`config.mk`:
```
export PLATFORM = sky130hd
export DESIGN_NAME = hsitd_top
export DESIGN_NICKNAME = d
export VERILOG_FILES = /design/src/rtl/hsitd_pkg.sv /design/src/rtl/hsitd_top.sv /design/src/rtl/hsitd_sync.sv
export VERILOG_INCLUDE_DIRS = /design/src /design/src/rtl
export SDC_FILE = /design/constraint.sdc
export NUM_CORES = 1
export LEC_CHECK = 0
export ABC_AREA = 1
export BUFFER_PORTS_ARGS = -buffer_cell sky130_fd_sc_hd__buf_2
export CORE_AREA = 4 4 176 178
export CTS_BUF_LIST = sky130_fd_sc_hd__clkbuf_4 sky130_fd_sc_hd__clkbuf_8 sky130_fd_sc_hd__clkbuf_16
export DETAILED_ROUTE_END_ITERATION = 8
export DIE_AREA = 0 0 180 182
export PLACE_DENSITY_LB_ADDON = 0.1
export SLEW_MARGIN = 25
export SYNTH_ARGS = -nofsm -noshare
export SYNTH_HDL_FRONTEND = slang
export SYNTH_SLANG_ARGS = --single-unit
```
`constraint.sdc`:
```
create_clock -name pclk -period 8.5 [get_ports pclk]
set_input_delay 0.425 -clock pclk [delete_from_list [all_inputs] [get_ports pclk]]
set_output_delay 0.425 -clock pclk [all_outputs]
set_load 0.05 [all_outputs]
```
`src/rtl/hsitd_consts.svh`:
```
// Offsets, field positions, reset values and limits of the isochronous descriptor block.
`ifndef HSITD_CONSTS_SVH
`define HSITD_CONSTS_SVH

`define HSITD_OFF_DW0        12'h000
`define HSITD_OFF_DW1        12'h004
`define HSITD_OFF_DW2        12'h008
`define HSITD_OFF_DW3        12'h00C
`define HSITD_OFF_UMASK      12'h010
`define HSITD_OFF_STATE      12'h014
`define HSITD_OFF_INT_STAT   12'h018
`define HSITD_OFF_INT_CLR    12'h01C
`define HSITD_OFF_INT_EN     12'h020

`define HSITD_IDX_DW0        4'h0
`define HSITD_IDX_DW3        4'h3
`define HSITD_IDX_UMASK      4'h4
`define HSITD_IDX_STATE      4'h5
`define HSITD_IDX_INT_STAT   4'h6
`define HSITD_IDX_INT_CLR    4'h7
`define HSITD_IDX_INT_EN     4'h8
`define HSITD_IDX_NONE       4'hF

`define HSITD_DW0_VALID      0
`define HSITD_DW0_MAXPKT_LO  18
`define HSITD_DW0_MULT_LO    29
`define HSITD_DW0_EP_LSB     31
`define HSITD_DW1_EP_UPPER_LO 0
`define HSITD_DW1_DEV_LO     3
`define HSITD_DW1_TOKEN_LO   10
`define HSITD_DW1_EPCAT_LO   12
`define HSITD_DW1_SPLIT      14
`define HSITD_DW2_FRAME_LO   3
`define HSITD_DW2_BUF_LO     8
`define HSITD_DW3_XCNT_LO    0
`define HSITD_DW3_HALT       30
`define HSITD_DW3_ACTIVE     31

`define HSITD_EPCAT_ISO      2'h1
`define HSITD_TOKEN_OUT      2'h0
`define HSITD_TOKEN_IN       2'h1
`define HSITD_MAX_PKT_CEIL   11'h400
`define HSITD_XCNT_FULL      15'h7FFF
`define HSITD_WORD_RST       32'h0000_0000
`define HSITD_EV_DONE        0
`define HSITD_EV_HALT        1
`define HSITD_EV_ERR         2
`define HSITD_NUM_EV         3

`endif

```
`src/rtl/hsitd_pkg.sv`:
```
// Types shared by the isochronous descriptor block.
package hsitd_pkg;
    typedef logic [31:0] hsitd_word_t;
    typedef enum logic {
        HSITD_ST_IDLE,
        HSITD_ST_WAIT
    } hsitd_state_t;
endpackage

```
`src/rtl/hsitd_top.sv`:
```
// Isochronous periodic transfer descriptor engine with APB register access.
//
// Operation
// - Stall sets halt and clears valid together.
// - Write transferred byte total, may be intermediate.
// - Buffer offset is internal word address.
// - Frame number from bits seven to three.
// - Split bit selects split or high-speed.
// - Token 00 OUT, 01 IN; category iso.
// - Address function with seven-bit device address.
// - Endpoint built from upper three plus lsb.
// - Repeat field bounds packets per execution.
// - Each packet limited to largest length, 1024.
// - Any whole-number packet length is accepted.
// - Clear valid when done or fatal error.
// - Send only in enabled microframes, then clear.
//
// The placing of the registers and register access over APB are this design's own decisions.
`timescale 1ns/1ps
`include "hsitd_consts.svh"
module hsitd_top
    import hsitd_pkg::*;
(
    input  wire logic        pclk,
    input  wire logic        presetn,
    input  wire logic        ce,
    input  wire logic [11:0] paddr,
    input  wire logic        psel,
    input  wire logic        penable,
    input  wire logic        pwrite,
    input  wire logic [31:0] pwdata,
    input  wire logic [3:0]  pstrb,
    output logic [31:0]      prdata,
    output logic             pready,
    output logic             pslverr,
    output logic             irq,
    input  wire logic        sof_pin,
    input  wire logic [4:0]  bus_frame_num,
    input  wire logic [2:0]  bus_uframe,
    output logic             xfer_req,
    output logic [1:0]       xfer_token,
    output logic [6:0]       xfer_dev_addr,
    output logic [3:0]       xfer_endpoint,
    output logic             xfer_split,
    output logic [10:0]      xfer_max_len,
    output logic [15:0]      xfer_buf_addr,
    input  wire logic        xfer_done,
    input  wire logic [10:0] xfer_bytes,
    input  wire logic        xfer_stall
);
    hsitd_word_t           desc_q [0:4];
    hsitd_state_t          state_q;
    logic [`HSITD_NUM_EV-1:0] int_stat_q;
    logic [`HSITD_NUM_EV-1:0] int_en_q;
    logic [`HSITD_NUM_EV-1:0] ev;
    logic [2:0]            uframe_q;
    logic [1:0]            pkt_cnt_q;
    logic                  sof_lvl;
    logic                  sof_lvl_q;
    logic                  sof_pulse;
    logic                  wr_fire;
    logic [3:0]            wr_idx;
    logic [3:0]            rd_idx;
    logic                  valid;
    logic                  cat_ok;
    logic                  frame_hit;
    logic [10:0]           max_len;
    logic [1:0]            mult_eff;
    logic [14:0]           xcnt;
    logic [15:0]           xcnt_sum;
    logic [7:0]            umask;
    logic [7:0]            umask_left;
    logic                  hw_start;
    logic                  hw_fatal;
    logic                  hw_stall;
    logic                  hw_again;
    logic                  hw_finish;
    logic                  hw_retire;
    logic [14:0]           xcnt_next;
    logic [15:0]           buf_next;

    // Register index decode, shared by the read and write paths.
    function automatic logic [3:0] reg_index(input logic [11:0] a);
        logic [3:0] r;
        r = `HSITD_IDX_NONE;
        if (a == `HSITD_OFF_DW0) begin
            r = 4'h0;
        end else if (a == `HSITD_OFF_DW1) begin
            r = 4'h1;
        end else if (a == `HSITD_OFF_DW2) begin
            r = 4'h2;
        end else if (a == `HSITD_OFF_DW3) begin
            r = `HSITD_IDX_DW3;
        end else if (a == `HSITD_OFF_UMASK) begin
            r = `HSITD_IDX_UMASK;
        end else if (a == `HSITD_OFF_STATE) begin
            r = `HSITD_IDX_STATE;
        end else if (a == `HSITD_OFF_INT_STAT) begin
            r = `HSITD_IDX_INT_STAT;
        end else if (a == `HSITD_OFF_INT_CLR) begin
            r = `HSITD_IDX_INT_CLR;
        end else if (a == `HSITD_OFF_INT_EN) begin
            r = `HSITD_IDX_INT_EN;
        end
        return r;
    endfunction

    // Byte-lane merge of a write into a stored word.
    function automatic hsitd_word_t lane_merge(input hsitd_word_t old, input hsitd_word_t nw,
                                               input logic [3:0] strb);
        hsitd_word_t r;
        r = old;
        for (int b = 0; b < 4; b++) begin
            if (strb[b]) begin
                r[b*8 +: 8] = nw[b*8 +: 8];
            end
        end
        return r;
    endfunction

    hsitd_sync u_sof_sync (
        .pclk     (pclk),
        .presetn  (presetn),
        .ce       (ce),
        .async_in (sof_pin),
        .level_q  (sof_lvl)
    );

    always_ff @(posedge pclk or negedge presetn) begin
        if (!presetn) begin
            sof_lvl_q <= 1'b0;
        end else if (ce) begin
            sof_lvl_q <= sof_lvl;
        end
    end

    assign sof_pulse  = sof_lvl & ~sof_lvl_q;
    assign wr_fire    = psel & penable & pwrite & pready;
    assign wr_idx     = reg_index(paddr);
    assign rd_idx     = reg_index(paddr);
    assign valid      = desc_q[0][`HSITD_DW0_VALID];
    assign cat_ok     = desc_q[1][`HSITD_DW1_EPCAT_LO +: 2] == `HSITD_EPCAT_ISO;
    assign frame_hit  = desc_q[2][`HSITD_DW2_FRAME_LO +: 5] == bus_frame_num;
    assign umask      = desc_q[4][7:0];
    assign xcnt       = desc_q[3][`HSITD_DW3_XCNT_LO +: 15];
    // Any length up to the ceiling is used as written; larger ones are clipped.
    assign max_len    = (desc_q[0][`HSITD_DW0_MAXPKT_LO +: 11] > `HSITD_MAX_PKT_CEIL) ?
                        `HSITD_MAX_PKT_CEIL : desc_q[0][`HSITD_DW0_MAXPKT_LO +: 11];
    // A repeat count of zero still moves one packet.
    assign mult_eff   = (desc_q[0][`HSITD_DW0_MULT_LO +: 2] == 2'h0) ?
                        2'h1 : desc_q[0][`HSITD_DW0_MULT_LO +: 2];
    assign xcnt_sum   = {1'b0, xcnt} + {5'h00, xfer_bytes};
    assign xcnt_next  = xcnt_sum[15] ? `HSITD_XCNT_FULL : xcnt_sum[14:0];
    // Packets are laid out back to back in eight-byte words of internal memory.
    assign buf_next   = desc_q[2][`HSITD_DW2_BUF_LO +: 16] + {4'h0, xcnt_sum[14:3]}
                        + {15'h0000, |xcnt_sum[2:0]};
    assign umask_left = umask & ~(8'h01 << uframe_q);

    always_comb begin
        hw_start  = 1'b0;
        hw_fatal  = 1'b0;
        hw_stall  = 1'b0;
        hw_again  = 1'b0;
        hw_finish = 1'b0;
        hw_retire = 1'b0;
        case (state_q)
            HSITD_ST_IDLE: begin
                if (sof_pulse && valid) begin
                    hw_fatal = !cat_ok;
                    hw_start = cat_ok && frame_hit && umask[bus_uframe];
                end
            end
            HSITD_ST_WAIT: begin
                if (xfer_done) begin
                    hw_stall  = xfer_stall;
                    hw_again  = !xfer_stall && (xfer_bytes == max_len)
                                && ({1'b0, pkt_cnt_q} + 3'h1 < {1'b0, mult_eff});
                    hw_finish = !xfer_stall && !hw_again;
                    hw_retire = hw_finish && (umask_left == 8'h00);
                end
            end
            default: begin
                hw_start = 1'b0;
            end
        endcase
    end

    always_ff @(posedge pclk or negedge presetn) begin
        if (!presetn) begin
            state_q   <= HSITD_ST_IDLE;
            uframe_q  <= 3'h0;
            pkt_cnt_q <= 2'h0;
        end else if (ce) begin
            case (state_q)
                HSITD_ST_IDLE: begin
                    if (hw_start) begin
                        state_q   <= HSITD_ST_WAIT;
                        uframe_q  <= bus_uframe;
                        pkt_cnt_q <= 2'h0;
                    end
                end
                HSITD_ST_WAIT: begin
                    if (hw_again) begin
                        pkt_cnt_q <= pkt_cnt_q + 2'h1;
                    end else if (xfer_done) begin
                        state_q <= HSITD_ST_IDLE;
                    end
                end
                default: begin
                    state_q <= HSITD_ST_IDLE;
                end
            endcase
        end
    end

    // Transaction request toward the bus engine; fields other than xfer_buf_addr hold while the request stands, and xfer_buf_addr advances for each repeated packet.
    always_ff @(posedge pclk or negedge presetn) begin
        if (!presetn) begin
            xfer_req      <= 1'b0;
            xfer_token    <= 2'h0;
            xfer_dev_addr <= 7'h00;
            xfer_endpoint <= 4'h0;
            xfer_split    <= 1'b0;
            xfer_max_len  <= 11'h000;
            xfer_buf_addr <= 16'h0000;
        end else if (ce) begin
            if (hw_start) begin
                xfer_req      <= 1'b1;
                xfer_token    <= desc_q[1][`HSITD_DW1_TOKEN_LO +: 2];
                xfer_dev_addr <= desc_q[1][`HSITD_DW1_DEV_LO +: 7];
                xfer_endpoint <= {desc_q[1][`HSITD_DW1_EP_UPPER_LO +: 3],
                                  desc_q[0][`HSITD_DW0_EP_LSB]};
                xfer_split    <= desc_q[1][`HSITD_DW1_SPLIT];
                xfer_max_len  <= max_len;
                xfer_buf_addr <= desc_q[2][`HSITD_DW2_BUF_LO +: 16] + {4'h0, xcnt[14:3]}
                                 + {15'h0000, |xcnt[2:0]};
            end else if (hw_again) begin
                xfer_buf_addr <= buf_next;
            end else if (state_q == HSITD_ST_WAIT && xfer_done) begin
                xfer_req <= 1'b0;
            end
        end
    end

    // Descriptor words; hardware updates follow the software write so they win a tie.
    always_ff @(posedge pclk or negedge presetn) begin
        if (!presetn) begin
            for (int i = 0; i < 5; i++) begin
                desc_q[i] <= `HSITD_WORD_RST;
            end
        end else if (ce) begin
            if (wr_fire && wr_idx <= `HSITD_IDX_UMASK) begin
                desc_q[wr_idx[2:0]] <= lane_merge(desc_q[wr_idx[2:0]], pwdata, pstrb);
            end
            if (hw_fatal || hw_stall || hw_retire) begin
                desc_q[0][`HSITD_DW0_VALID] <= 1'b0;
            end
            if (hw_stall) begin
                desc_q[3][`HSITD_DW3_HALT] <= 1'b1;
            end
            if (state_q == HSITD_ST_WAIT && xfer_done) begin
                desc_q[3][`HSITD_DW3_XCNT_LO +: 15] <= xcnt_next;
            end
            if (hw_finish) begin
                desc_q[4][7:0] <= umask_left;
            end
        end
    end

    assign ev[`HSITD_EV_DONE] = hw_retire;
    assign ev[`HSITD_EV_HALT] = hw_stall;
    assign ev[`HSITD_EV_ERR]  = hw_fatal;

    // Sticky event bits: a new event wins over a clear in the same cycle.
    for (genvar g = 0; g < `HSITD_NUM_EV; g++) begin : g_int
        always_ff @(posedge pclk or negedge presetn) begin
            if (!presetn) begin
                int_stat_q[g] <= 1'b0;
            end else if (ce) begin
                if (ev[g]) begin
                    int_stat_q[g] <= 1'b1;
                end else if (wr_fire && wr_idx == `HSITD_IDX_INT_CLR && pwdata[g]) begin
                    int_stat_q[g] <= 1'b0;
                end
            end
        end
    end

    always_ff @(posedge pclk or negedge presetn) begin
        if (!presetn) begin
            int_en_q <= 3'h0;
            irq      <= 1'b0;
        end else if (ce) begin
            if (wr_fire && wr_idx == `HSITD_IDX_INT_EN) begin
                int_en_q <= pwdata[`HSITD_NUM_EV-1:0];
            end
            irq <= |(int_stat_q & int_en_q);
        end
    end

    // APB slave: the answer is prepared in the setup cycle, so access lasts one cycle.
    always_ff @(posedge pclk or negedge presetn) begin
        if (!presetn) begin
            prdata  <= `HSITD_WORD_RST;
            pready  <= 1'b0;
            pslverr <= 1'b0;
        end else if (ce) begin
            if (psel && !penable) begin
                pready  <= 1'b1;
                pslverr <= (rd_idx == `HSITD_IDX_NONE);
                prdata  <= `HSITD_WORD_RST;
                if (!pwrite) begin
                    if (rd_idx == `HSITD_IDX_DW3) begin
                        prdata <= {valid, desc_q[3][30:0]};
                    end else if (rd_idx <= `HSITD_IDX_UMASK) begin
                        prdata <= desc_q[rd_idx[2:0]];
                    end else if (rd_idx == `HSITD_IDX_STATE) begin
                        prdata <= {20'h0_0000, state_q == HSITD_ST_WAIT, bus_uframe,
                                   bus_frame_num, uframe_q};
                    end else if (rd_idx == `HSITD_IDX_INT_STAT) begin
                        prdata <= {29'h0000_0000, int_stat_q};
                    end else if (rd_idx == `HSITD_IDX_INT_EN) begin
                        prdata <= {29'h0000_0000, int_en_q};
                    end
                end
            end else begin
                pready  <= 1'b0;
                pslverr <= 1'b0;
            end
        end
    end
endmodule

```
`src/rtl/hsitd_sync.sv`:
```
// Three-stage synchroniser that accepts a change once its last two stages agree.
`timescale 1ns/1ps
module hsitd_sync (
    input  wire logic pclk,
    input  wire logic presetn,
    input  wire logic ce,
    input  wire logic async_in,
    output logic      level_q
);
    logic [2:0] stage_q;

    always_ff @(posedge pclk or negedge presetn) begin
        if (!presetn) begin
            stage_q <= 3'h0;
        end else if (ce) begin
            stage_q <= {stage_q[1:0], async_in};
        end
    end

    always_ff @(posedge pclk or negedge presetn) begin
        if (!presetn) begin
            level_q <= 1'b0;
        end else if (ce && (stage_q[1] == stage_q[2])) begin
            level_q <= stage_q[2];
        end
    end
endmodule

```
After elaboration in Yosys (flattened, before gate mapping)
Index checks and enable logic that the tools add are counted.
{"block": "classes", "add_sub_neg": 7, "n_lt_le_gt_ge": 6, "n_eq_ne": 21, "shifts": 1, "n_mux": 75, "bitwise_logic": 10, "reduce_logical": 53}
{"cell": "32-bit two-way mux", "n": 6}
{"cell": "160-bit bitwise mux", "n": 1}
{"cell": "129-bit two-way mux", "n": 1}
{"cell": "8-bit two-way mux", "n": 13}
{"cell": "32-bit binary-select mux with 3-bit select", "n": 1}
{"cell": "32-bit demux with 3-bit select", "n": 1}
{"cell": "12-bit by 5-bit equality test with 1-bit output (second input constant)", "n": 4}
{"cell": "16-bit by 1-bit adder with 16-bit output", "n": 2}
{"cell": "16-bit by 12-bit adder with 16-bit output", "n": 2}
{"cell": "16-bit two-way mux", "n": 2}
{"cell": "4-bit two-way mux", "n": 8}
{"cell": "15-bit two-way mux", "n": 2}
{"cell": "1-bit two-way mux", "n": 29}
{"cell": "12-bit by 4-bit equality test with 1-bit output (second input constant)", "n": 2}
{"cell": "2-bit AND reduction", "n": 12}
{"cell": "2-bit nonzero test", "n": 9}
{"cell": "1-bit logical AND", "n": 17}
{"cell": "15-bit by 11-bit adder with 16-bit output", "n": 1}
{"cell": "12-bit by 3-bit equality test with 1-bit output (second input constant)", "n": 1}
{"cell": "12-bit by 6-bit equality test with 1-bit output (second input constant)", "n": 1}
{"cell": "4-bit by 3-bit equality test with 1-bit output (second input constant)", "n": 3}
{"cell": "12-bit zero test", "n": 1}
{"cell": "12-bit two-way mux", "n": 1}
{"cell": "11-bit equality test", "n": 1}
{"cell": "other kinds (34)", "n": 52}
{"block": "word_totals", "register_bits": 254, "output_inout_bits": 77}

Logic depth before layout (Yosys ltp)
Gate-level depths: netlist (run 1).
{"block": "depth", "ltp_word": 20, "mapped_depth": 23}

Modules after synthesis
A second synthesis (run 1) with hierarchy kept.
{"block": "unflattened", "hier_cells": 2250, "area_unflattened_um2": 15791.4}
{"module": "hsitd_top", "instances": 1, "cells_each": 2230, "area_per_inst_um2": 15627.5, "seq_area_each_um2": 6256.0}
{"module": "hsitd_sync", "instances": 1, "cells_each": 20, "area_per_inst_um2": 163.9, "seq_area_each_um2": 100.1}

Worst setup path after synthesis (run 1)
OpenSTA, ideal clock, no wires.
{"block": "synth_timing", "kind": "input port to flip-flop", "from": "input xfer_bytes[0]", "to": "register xfer_buf_addr[14]", "setup_ns": 0.123, "arrival_ns": 3.350, "t_required_ns": 8.377, "path_slack_ns": 5.027, "path_stages": 16, "n_path_buf": 0, "cell_sequence": "ha_1 -> fa_1 -> xor2_1 -> nor3_1 -> fa_1 -> fa_1 -> o21ai_0 -> a21oi_1 -> o21ai_0 -> nand2_1 -> nand2_1 -> o21bai_1 -> o21ai_0 -> inv_1 -> o21ai_0 -> nand2_1"}
{"block": "synth_between", "elab_chain_len": 7, "elab_cells_between_ends": 13, "classes_between": "3 x add/sub; 1 x eq/ne; 4 x mux; 5 x reduce/logical"}
{"item": "from (decl)", "line_no": "hsitd_top.sv:48", "rtl": "input wire logic [10:0] xfer_bytes,"}
{"item": "branches (longest 7 deep; another with 15-bit by 11-bit adder with 16-bit output)"}
{"item": "to (signal assigned)", "line_no": "hsitd_top.sv:235", "rtl": "xfer_buf_addr <= desc_q[2][`HSITD_DW2_BUF_LO +: 16] + {4'h0, xcnt[14:3]}"}
{"item": "to (signal assigned)", "line_no": "hsitd_top.sv:238", "rtl": "xfer_buf_addr <= buf_next;"}
{"item": "to (decl)", "line_no": "hsitd_top.sv:46", "rtl": "output logic [15:0] xfer_buf_addr,"}
Parallel ways; which one is timed is not known. The select of a mux whose other input is x is not followed.
A chain may end at the register's enable or synchronous reset.

Final worst setup path (run 1)
{"block": "layout_timing", "from": "register desc_q[32] (netlist name)", "to": "register xfer_buf_addr[14]"}
{"block": "layout_between", "elab_chain_len": 5, "elab_cells_between_ends": 8, "classes_between": "4 x add/sub; 2 x mux; 2 x reduce/logical"}
{"item": "from (decl)", "line_no": "hsitd_top.sv:51", "rtl": "hsitd_word_t desc_q [0:4];"}
{"item": "from (signal, indexed assignment)", "line_no": "hsitd_top.sv:249", "rtl": "desc_q[i] <= `HSITD_WORD_RST;"}
{"item": "from (signal, indexed assignment)", "line_no": "hsitd_top.sv:253", "rtl": "desc_q[wr_idx[2:0]] <= lane_merge(desc_q[wr_idx[2:0]], pwdata, pstrb);"}
{"item": "from (signal, indexed assignment)", "line_no": "hsitd_top.sv:262", "rtl": "desc_q[3][`HSITD_DW3_XCNT_LO +: 15] <= xcnt_next;"}
{"item": "15-bit by 11-bit adder with 16-bit output", "line_no": "hsitd_top.sv:152", "rtl": "assign xcnt_sum = {1'b0, xcnt} + {5'h00, xfer_bytes};"}
{"item": "16-bit by 12-bit adder with 16-bit output or 3-bit OR reduction (tied branches)", "line_no": "hsitd_top.sv:155, hsitd_top.sv:156"}
{"item": "16-bit by 1-bit adder with 16-bit output", "line_no": "hsitd_top.sv:155", "rtl": "assign buf_next = desc_q[2][`HSITD_DW2_BUF_LO +: 16] + {4'h0, xcnt_sum[14:3]}"}
{"item": "16-bit two-way mux", "line_no": "hsitd_top.sv:237", "rtl": "end else if (hw_again) begin"}
{"item": "16-bit two-way mux *", "line_no": "hsitd_top.sv:227", "rtl": "if (hw_start) begin"}
Mark *: on every way between the ends. The rest lies on a longest branch, timed or not. The select of a mux whose other input is x is not followed.

==> results of run 1 <==
-- through the flow --
stage / hold slack, ns / std cells / instance area [sq um] / utilization (%)
floorplan: 0.129 / 2246 / 16000 / -
detailed placement: 0.460 / 2719 / 17000 / 57.8
CTS: 0.103 / 2775 / 18000 / 61.2
finish: 0.104 / 2775 / 18000 / 61.2
global placement: 0.450 / 2719 / 17000 / 57.8
global route: 0.154 / 2775 / 18000 / 61.2
-- area by class of cell --
| type | count | area (sq um) |
|---|---|---|
| fillers | 2735 | 11400 |
| well taps | 390 | 488 |
| flip-flops and latches | 254 | 6360 |
| clock buffers | 42 | 878 |
| clock inverters | 13 | 121 |
| repair buffers | 169 | 908 |
| inverters | 270 | 1020 |
| multi-input cells | 1637 | 8240 |
-- synth_stat cells, types with 15 or more instances --
master,number,area (sq um)
nand3b_1,15,113
inv_1,252,946
nand2_1,682,2560
clkbuf_1,38,143
a21oi_1,88,440
nand3_2,23,230
nand4_1,32,200
nand3_1,232,1160
or2_1,16,100
o21ai_1,74,370
dfrtp_1,254,6360
ha_1,34,425
or2_2,22,138
o21ai_0,132,661
nor3_1,18,90.1
xor2_1,16,140
buf_2,25,125
nor2_1,136,510
-- layer usage --
layer	part of all wire [%]	vias to the layer above
li1	-	7512
met1	42	7505
met2	45	733
met3	7.7	153
met4	5.3	0
met5	0	-
-- power by group --
| part | total (W) | switching (W) | internal [W] |
|---|---|---|---|
| sequential | 0.00124 | 0.0000165 | 0.00122 |
| combinational | 0.000291 | 0.000200 | 0.0000910 |
| clock | 0.00130 | 0.000544 | 0.000752 |
| total | 0.00283 | 0.000760 | 0.00206 |
-- path summary, 6_finish.rpt --
| check | startpoint | end | slack (ns) | cells past startpoint |
|---|---|---|---|---|
| max | desc_q[32] | xfer_buf_addr[14] | 4.57 | 16 |
| min | sof_pin | u_sof_sync.stage_q[0] | 0.10 | 3 |
| max reg2reg | desc_q[32] | xfer_buf_addr[14] | 4.57 | 16 |
| min reg2reg | xfer_max_len[6] | xfer_max_len[6] | 0.47 | 2 |
| max in group asynchronous | presetn | desc_q[108] | 6.79 | 3 |
| min in group asynchronous | presetn | xfer_buf_addr[4] | 0.48 | 2 |
-- worst max-delay path: stages (launching register included) --
cell	delay, ns
dfrtp_1	0.40
ha_1	0.21
fa_1	0.40
xor2_1	0.19
nor3_1	0.08
fa_1	0.47
fa_1	0.45
o21ai_0	0.33
a21oi_1	0.16
o21ai_0	0.38
nand2_1	0.09
nand2_1	0.10
o21bai_1	0.08
o21ai_0	0.17
inv_1	0.05
o21ai_0	0.14
nand2_1	0.07
-- flip-flops by register name, summed over array words and instances (netlist names) --
register	count
desc_q	160
int_en_q	3
int_stat_q	3
irq	1
pkt_cnt_q	2
prdata	32
pready	1
pslverr	1
sof_lvl_q	1
state_q	1
u_sof_sync.level_q	1
u_sof_sync.stage_q	3
uframe_q	3
xfer_buf_addr	16
xfer_dev_addr	7
xfer_endpoint	4
xfer_max_len	11
xfer_req	1
xfer_split	1
xfer_token	2
-- cells by family after synthesis --
logic type               Yosys count
multiplexers                       9
flip-flops                       254
AO/OA/AOI/OAI                    352
buffers and inverters            355
adder cells (fa/ha/maj)           40
XOR/XNOR                          25
AND/OR/NAND/NOR                 1211
-- placed cells by master, fill, tap and decap left out, drive strengths merged, types with 2 or more instances in the layout --
| cell | instances |
|---|---|
| o21bai | 4 |
| o21a | 3 |
| nor4 | 3 |
| nor2 | 148 |
| nor3 | 22 |
| a31oi | 3 |
| o21ai | 207 |
| nand3 | 255 |
| mux2i | 9 |
| o22ai | 13 |
| nand4 | 32 |
| fa | 6 |
| o2111ai | 4 |
| a31o | 2 |
| inv | 267 |
| or2 | 38 |
| clkbuf | 42 |
| clkinv | 14 |
| nand2 | 696 |
| o211ai | 6 |
| xnor2 | 9 |
| ha | 34 |
| a21oi | 98 |
| dfrtp | 254 |
| a22oi | 7 |
| xor2 | 16 |
| nand3b | 15 |
| buf | 168 |
==> metrics.md, run 1 <==
| Metric | Value |
|---|---|
| Standard-cell rows | 63 |
| Layout cells sized above 1 | 14.1% |
| Number of I/O pins | 153 |
| Via count | 15903 |
| Chip height | 182 microns |
| CTS Root Cell | clkbuf_16 |
| Number of max-capacitance violations reported | 0 |
| Fmax | 0.255 GHz |
| Hold buffers post-CTS | 1 |
| # diodes | 0 |
| Simple-Gate Fraction of Synth Area | 33.8% |
| Slew @ Worst Pin | 1.00 ns |
| Vias per cell | 5.73 |
| Run status | finished clean |
| Synth unique cells | 55 |
| Gate count after technology mapping | 2246 |
| Postcts setup bufs | 0 |
| Total GRT Usage | 33.1% |
| Crit path time final | 3.93 ns |
| YS warnings | 0 |
| Drt first pass iters | 6 |
| WL final | 55600 microns |
| Critical path class | flop to flop |
| First-pass GRT wire length | 85900 microns |
| Hold Crit Class | primary input to flop |
| Antenna Nets Post-Route | 0 |
| H-tree depth | 1 |
| Adder-cell share of the synthesized area | 3.41% |
| Mean area per synthesized cell | 7.13 sq um |
| DRC Markers | 0 |
| Mux share of post-synthesis cell area | 0.562% |
| EDFF count, synth | 0 |
| Worst-skew pair later-pin latency | 0.60 ns |
| Overall Power | 0.00283 W |
| Final hold violation count | 0 |
| Initial antenna violation count | 0 |
| GRT met3 Usage | 3.73% |
| Slew HR | 33.0% |
| #FFs+latches synth | 254 |
| CTS max path bufs | 3 |
| Area of the die | 32800 sq um |
| Mapped Nets | 2362 |
| PD cells | 157 nW/um^2 |
| Pleak | 9.86 nW |
| Compound-Gate Fraction of Synth Area | 12.1% |
| Post-Route Skew | 0.0482 ns |
| Die width | 180 microns |
| RSZ-0062 raised after global routing | no |
| Fin crit share | 46.2% |
| Post-synth top flop | dfrtp_1 |
| Worst setup margin | 4.57 ns |
| WL/cell | 20.0 microns |
| Pre-CTS WS | 4.46 ns |
| Area delta synth->final | 12.4% |
| XOR/XNOR Fraction of Synth Area | 1.37% |
| Final-report setup violation count | 0 |
| Netlist Area Pre-Place | 16000 sq um |
| Ys async rst share | 100% |
| DP HPWL | 41000 microns |
| Clk pin slew, worst setup/hold paths | 0.06 ns |
| Max-slew violations | 0 |
| Final Net Count | 2478 |
| VDD IR max | 166 uV |
| Global route overflow | 0 |
| Register area share after synthesis | 39.7% |
| Initial Util | 54.5% |
| CORE AREA | 29400 sq um |
| Combinational family with the most area after synthesis | simple AND/OR/NAND/NOR gates |
| Crit Path Max Fanout | 3 |
| Resized cells post-CTS | 0 |
| Initial DRC Count | 1695 |
| Clock Sinks | 254 |
| Setup TNS | 0 ns |
| Vias in the first global route | 14862 |
| GRT Max-Usage Layer | met2 |
| TritonCTS Buffers | 30 |
| Crit path launch type | flop |
| CP Capture Type | flop |
| Critical Path RT | 8.94 ns |
| Gpl congestion | 0.983 |
| CTS tree | yes |
| Met2 Usage GRT | 52.4% |
| Largest net degree at the start of global routing | 97 |
| I/O Buffers | 152 |
| Met1 GRT Util | 46.1% |
| Critical Path AT | 4.36 ns |
(Power assumes the default switching activity.)
==> inputs of run 2 (changes only) <==
Clock period 8.5 ns to 3.4 ns, I/O delays scaled along.
==> run 2 against run 1 <==
Sequential share of layout area decreased by 1.9 points. Combinational power increased to 3.2 times the previous value. Final cell count increased by 3.2%.
==> metrics.md, run 2 (synthesized netlist as in run 1, its figures left out) <==
| Metric | Value |
|---|---|
| Run status | finished clean (unchanged) |
| Pleak | 10.3 nW (was 9.86 nW) |
| Crit path launch type | flop (unchanged) |
| Slew @ Worst Pin | 0.994 ns (was 1.00 ns) |
| Fin crit share | 97.1% (was 46.2%) |
| Clock Sinks | 254 (unchanged) |
| Clk pwr share | 44.6% (was 45.9%) |
| Biggest regs | desc_q x160, prdata x32, xfer_buf_addr x16 (unchanged) |
| Final hold slack | 0.0237 ns (was 0.104 ns) |
| H-tree depth | 1 (unchanged) |
| CP Capture Type | flop (unchanged) |
| Vias per cell | 5.71 (was 5.73) |
| CTS tree | yes (unchanged) |
| Initial Util | 54.5% (unchanged) |
| Area of the die | 32800 sq um (unchanged) |
| CP Buf/Inv Count | 2 (was 1) |
| CORE AREA | 29400 sq um (unchanged) |
| Gpl congestion | 0.988 (was 0.983) |
| Largest register FFs | 160 (unchanged) |
| Commonest non-fill, non-tap cell in the layout | nand2_1 (unchanged) |
| Net switching power | 0.00198 W (was 0.000760 W) |
| Vias in the first global route | 15529 (was 14862) |
| Chip height | 182 microns (unchanged) |
| Via count | 16361 (was 15903) |
| CP dominant cell by count | nand2_1 (was o21ai_0) |
| Overall Power | 0.00725 W (was 0.00283 W) |
| DP HPWL | 42900 microns (was 41000 microns) |
| Crit path cell chain | ha_4, fa_2, nand3_2, nand2_2, nand2_2, nand2_1, nand2_1, nand2_1, a21oi_2, xor2_1, inv_1, ha_4, a21oi_2, o21ai_2, a21oi_2, o21ai_2, nand2_1, nand2_2, o21bai_2, buf_4, nor3_2, o21ai_1, nand2_1 (was ha_1, fa_1, xor2_1, nor3_1, fa_1, fa_1, o21ai_0, a21oi_1, o21ai_0, nand2_1, nand2_1, o21bai_1, o21ai_0, inv_1, o21ai_0, nand2_1) |
| Crit path time final | 3.30 ns (was 3.93 ns) |
| Largest net degree at the start of global routing | 90 (was 97) |
| Critical-path top delay cell | dfrtp_1 (was fa_1) |
| VDD IR max | 449 uV (was 166 uV) |
| Non-Filler Instances | 2864 (was 2775) |
| RSZ-0062 raised after global routing | yes (was no) |
| Number of I/O pins | 153 (unchanged) |
| Multi-input combinational cell area | 8550 sq um (was 8240 sq um) |
| Flop pwr share | 42.7% (was 43.8%) |
| Post-layout util | 64.8% (was 61.2%) |
| Area delta synth->final | 18.9% (was 12.4%) |
| Number of max-capacitance violations reported | 0 (unchanged) |
| Fillers | 2643 (was 2735) |
| Critical Path RT | 3.84 ns (was 8.94 ns) |
| Total GRT Usage | 34.5% (was 33.1%) |
| Hold Crit Class | primary input to flop (unchanged) |
| Crit-path max cell delay | 0.41 ns (was 0.47 ns) |
| Standard-cell rows | 63 (unchanged) |
| Critical path class | flop to flop (unchanged) |
| CTS max path bufs | 3 (unchanged) |
| WL/cell | 20.2 microns (was 20.0 microns) |
| Drt first pass iters | 6 (unchanged) |
| Top reg by flops | desc_q (unchanged) |
| TritonCTS Buffers | 30 (unchanged) |
| Max-slew violations | 0 (unchanged) |
| Critical Path AT | 3.75 ns (was 4.36 ns) |
| Design Area, Final | 19100 sq um (was 18000 sq um) |
| Final-report setup violation count | 0 (unchanged) |
| Crit Path Max Fanout | 3 (unchanged) |
| Dpl cells | 2786 (was 2719) |
| Commonest cells after routing, fill and taps aside | 674 x nand2_1, 254 x dfrtp_1, 252 x inv_1 (was 682 x nand2_1, 254 x dfrtp_1, 251 x inv_1) |
| Antenna Nets Post-Route | 0 (unchanged) |
| First-pass GRT wire length | 89100 microns (was 85900 microns) |
| Internal power | 0.00527 W (was 0.00206 W) |
| WL final | 58000 microns (was 55600 microns) |
| Register Area | 6360 sq um (unchanged) |
| Top delay family on crit path | compound AO/OA/AOI/OAI gates (was adder cells) |
| Fmax | 0.303 GHz (was 0.255 GHz) |
| PD cells | 380 nW/um^2 (was 157 nW/um^2) |
| Clk pin slew, worst setup/hold paths | 0.06 ns (about the same) |
| DRC Markers | 0 (unchanged) |
| Worst-skew pair later-pin latency | 0.60 ns (about the same) |
| CTS Root Cell | clkbuf_16 (unchanged) |
| Comb pwr share | 12.7% (was 10.3%) |
| Net Sw Frac | 27.3% (was 26.9%) |
| Post-Route Skew | 0.0463 ns (was 0.0482 ns) |
| Final Net Count | 2567 (was 2478) |
| Die width | 180 microns (unchanged) |
| Initial antenna violation count | 0 (unchanged) |
| Layout cells sized above 1 | 18.6% (was 14.1%) |
| Final hold violation count | 0 (unchanged) |
| Global route overflow | 0 (unchanged) |
| Slew HR | 33.5% (was 33.0%) |
| Initial DRC Count | 1667 (was 1695) |
| Placed Instance Area | 17500 sq um (was 17000 sq um) |
| I/O Buffers | 152 (unchanged) |
==> run 2: cell count changes in the layout (fill, tap and decap cells not counted), moves of 4 or more <==
cell and change:
nand2_1 -8, buf_4 +73, clkbuf_8 +4, a21oi_2 +10, o21ai_0 -15, nor2_2 +4, ha_4 +13, dlygate4sd3_1 +16
o21ai_1 +10, ha_1 -13, a21oi_1 -11, o21ai_2 +5, nand2_2 +7
==> run 2: worst min-delay path, cell delays in order <==
cell and delay [ns]:
buf_2 0.08, or2_1 0.18, nand3_1 0.09, nand2_1 0.06
==> run 2: path summary, 6_finish.rpt <==
path	endpoint	from	cells after the start	slack, ns
max	xfer_buf_addr[14]	desc_q[32]	23	0.1
min	desc_q[24]	pwdata[24]	4	0.02
max reg2reg	xfer_buf_addr[14]	desc_q[32]	23	0.1
min reg2reg	xfer_max_len[4]	xfer_max_len[4]	2	0.47
max in group asynchronous	desc_q[3]	presetn	3	2.13
min in group asynchronous	xfer_buf_addr[6]	presetn	2	0.20
==> run 2: stage by stage <==
stage	setup slack (ns)	TNS (ns)
after CTS	0.00427	0
after global routing	-0.166	-0.494
after floorplan	0.0654	0
after global placement	-0.210	-0.316
after detailed placement	-0.274	-0.643
final	0.0981	0
==> run 2: power by group through the flow <==
stage | Clock, W | Combinational (W) | Sequential (W)
floorplan | 0 | 0.000431 | 0.00314
global placement | 0 | 0.000796 | 0.00314
detailed placement | 0 | 0.000804 | 0.00314
global route | 0.00340 | 0.00101 | 0.00309
CTS | 0.00325 | 0.000841 | 0.00309
finish | 0.00323 | 0.000920 | 0.00309
==> run 2: area by class of cell <==
cell class | count | share of cell area, %
Timing Repair Buffer | 258 | 8.58
Clock inverter | 11 | 0.466
Multi-Input combinational cell | 1637 | 44.9
Tap cell | 390 | 2.56
Clock buffer | 43 | 4.78
Sequential cell | 254 | 33.4
Antenna cell | 1 | 0.0131
Inverter | 270 | 5.36
==> run 2: repair_timing <==
| action | 4_1_cts | 5_1_grt |
|---|---|---|
| resized for setup | 22 | 53 |
| hold buffers | 17 | 0 |
| buffers inserted | 2 | 5 |
| setup endpoints to repair | 6 | 10 |
| endpoints found under the hold margin | 115 | 0 |
| pin swaps | 5 | 18 |
==> run 2: routing by layer <==
layer	wire length [microns]	vias up	track usage (%)	part of all wire [%]
li1	-	7686	-	-
met1	23900	7750	46.7	41
met2	26500	785	55.3	46
met3	4440	140	4.81	7.7
met4	3190	0	15.9	5.5
met5	0	-	0	0
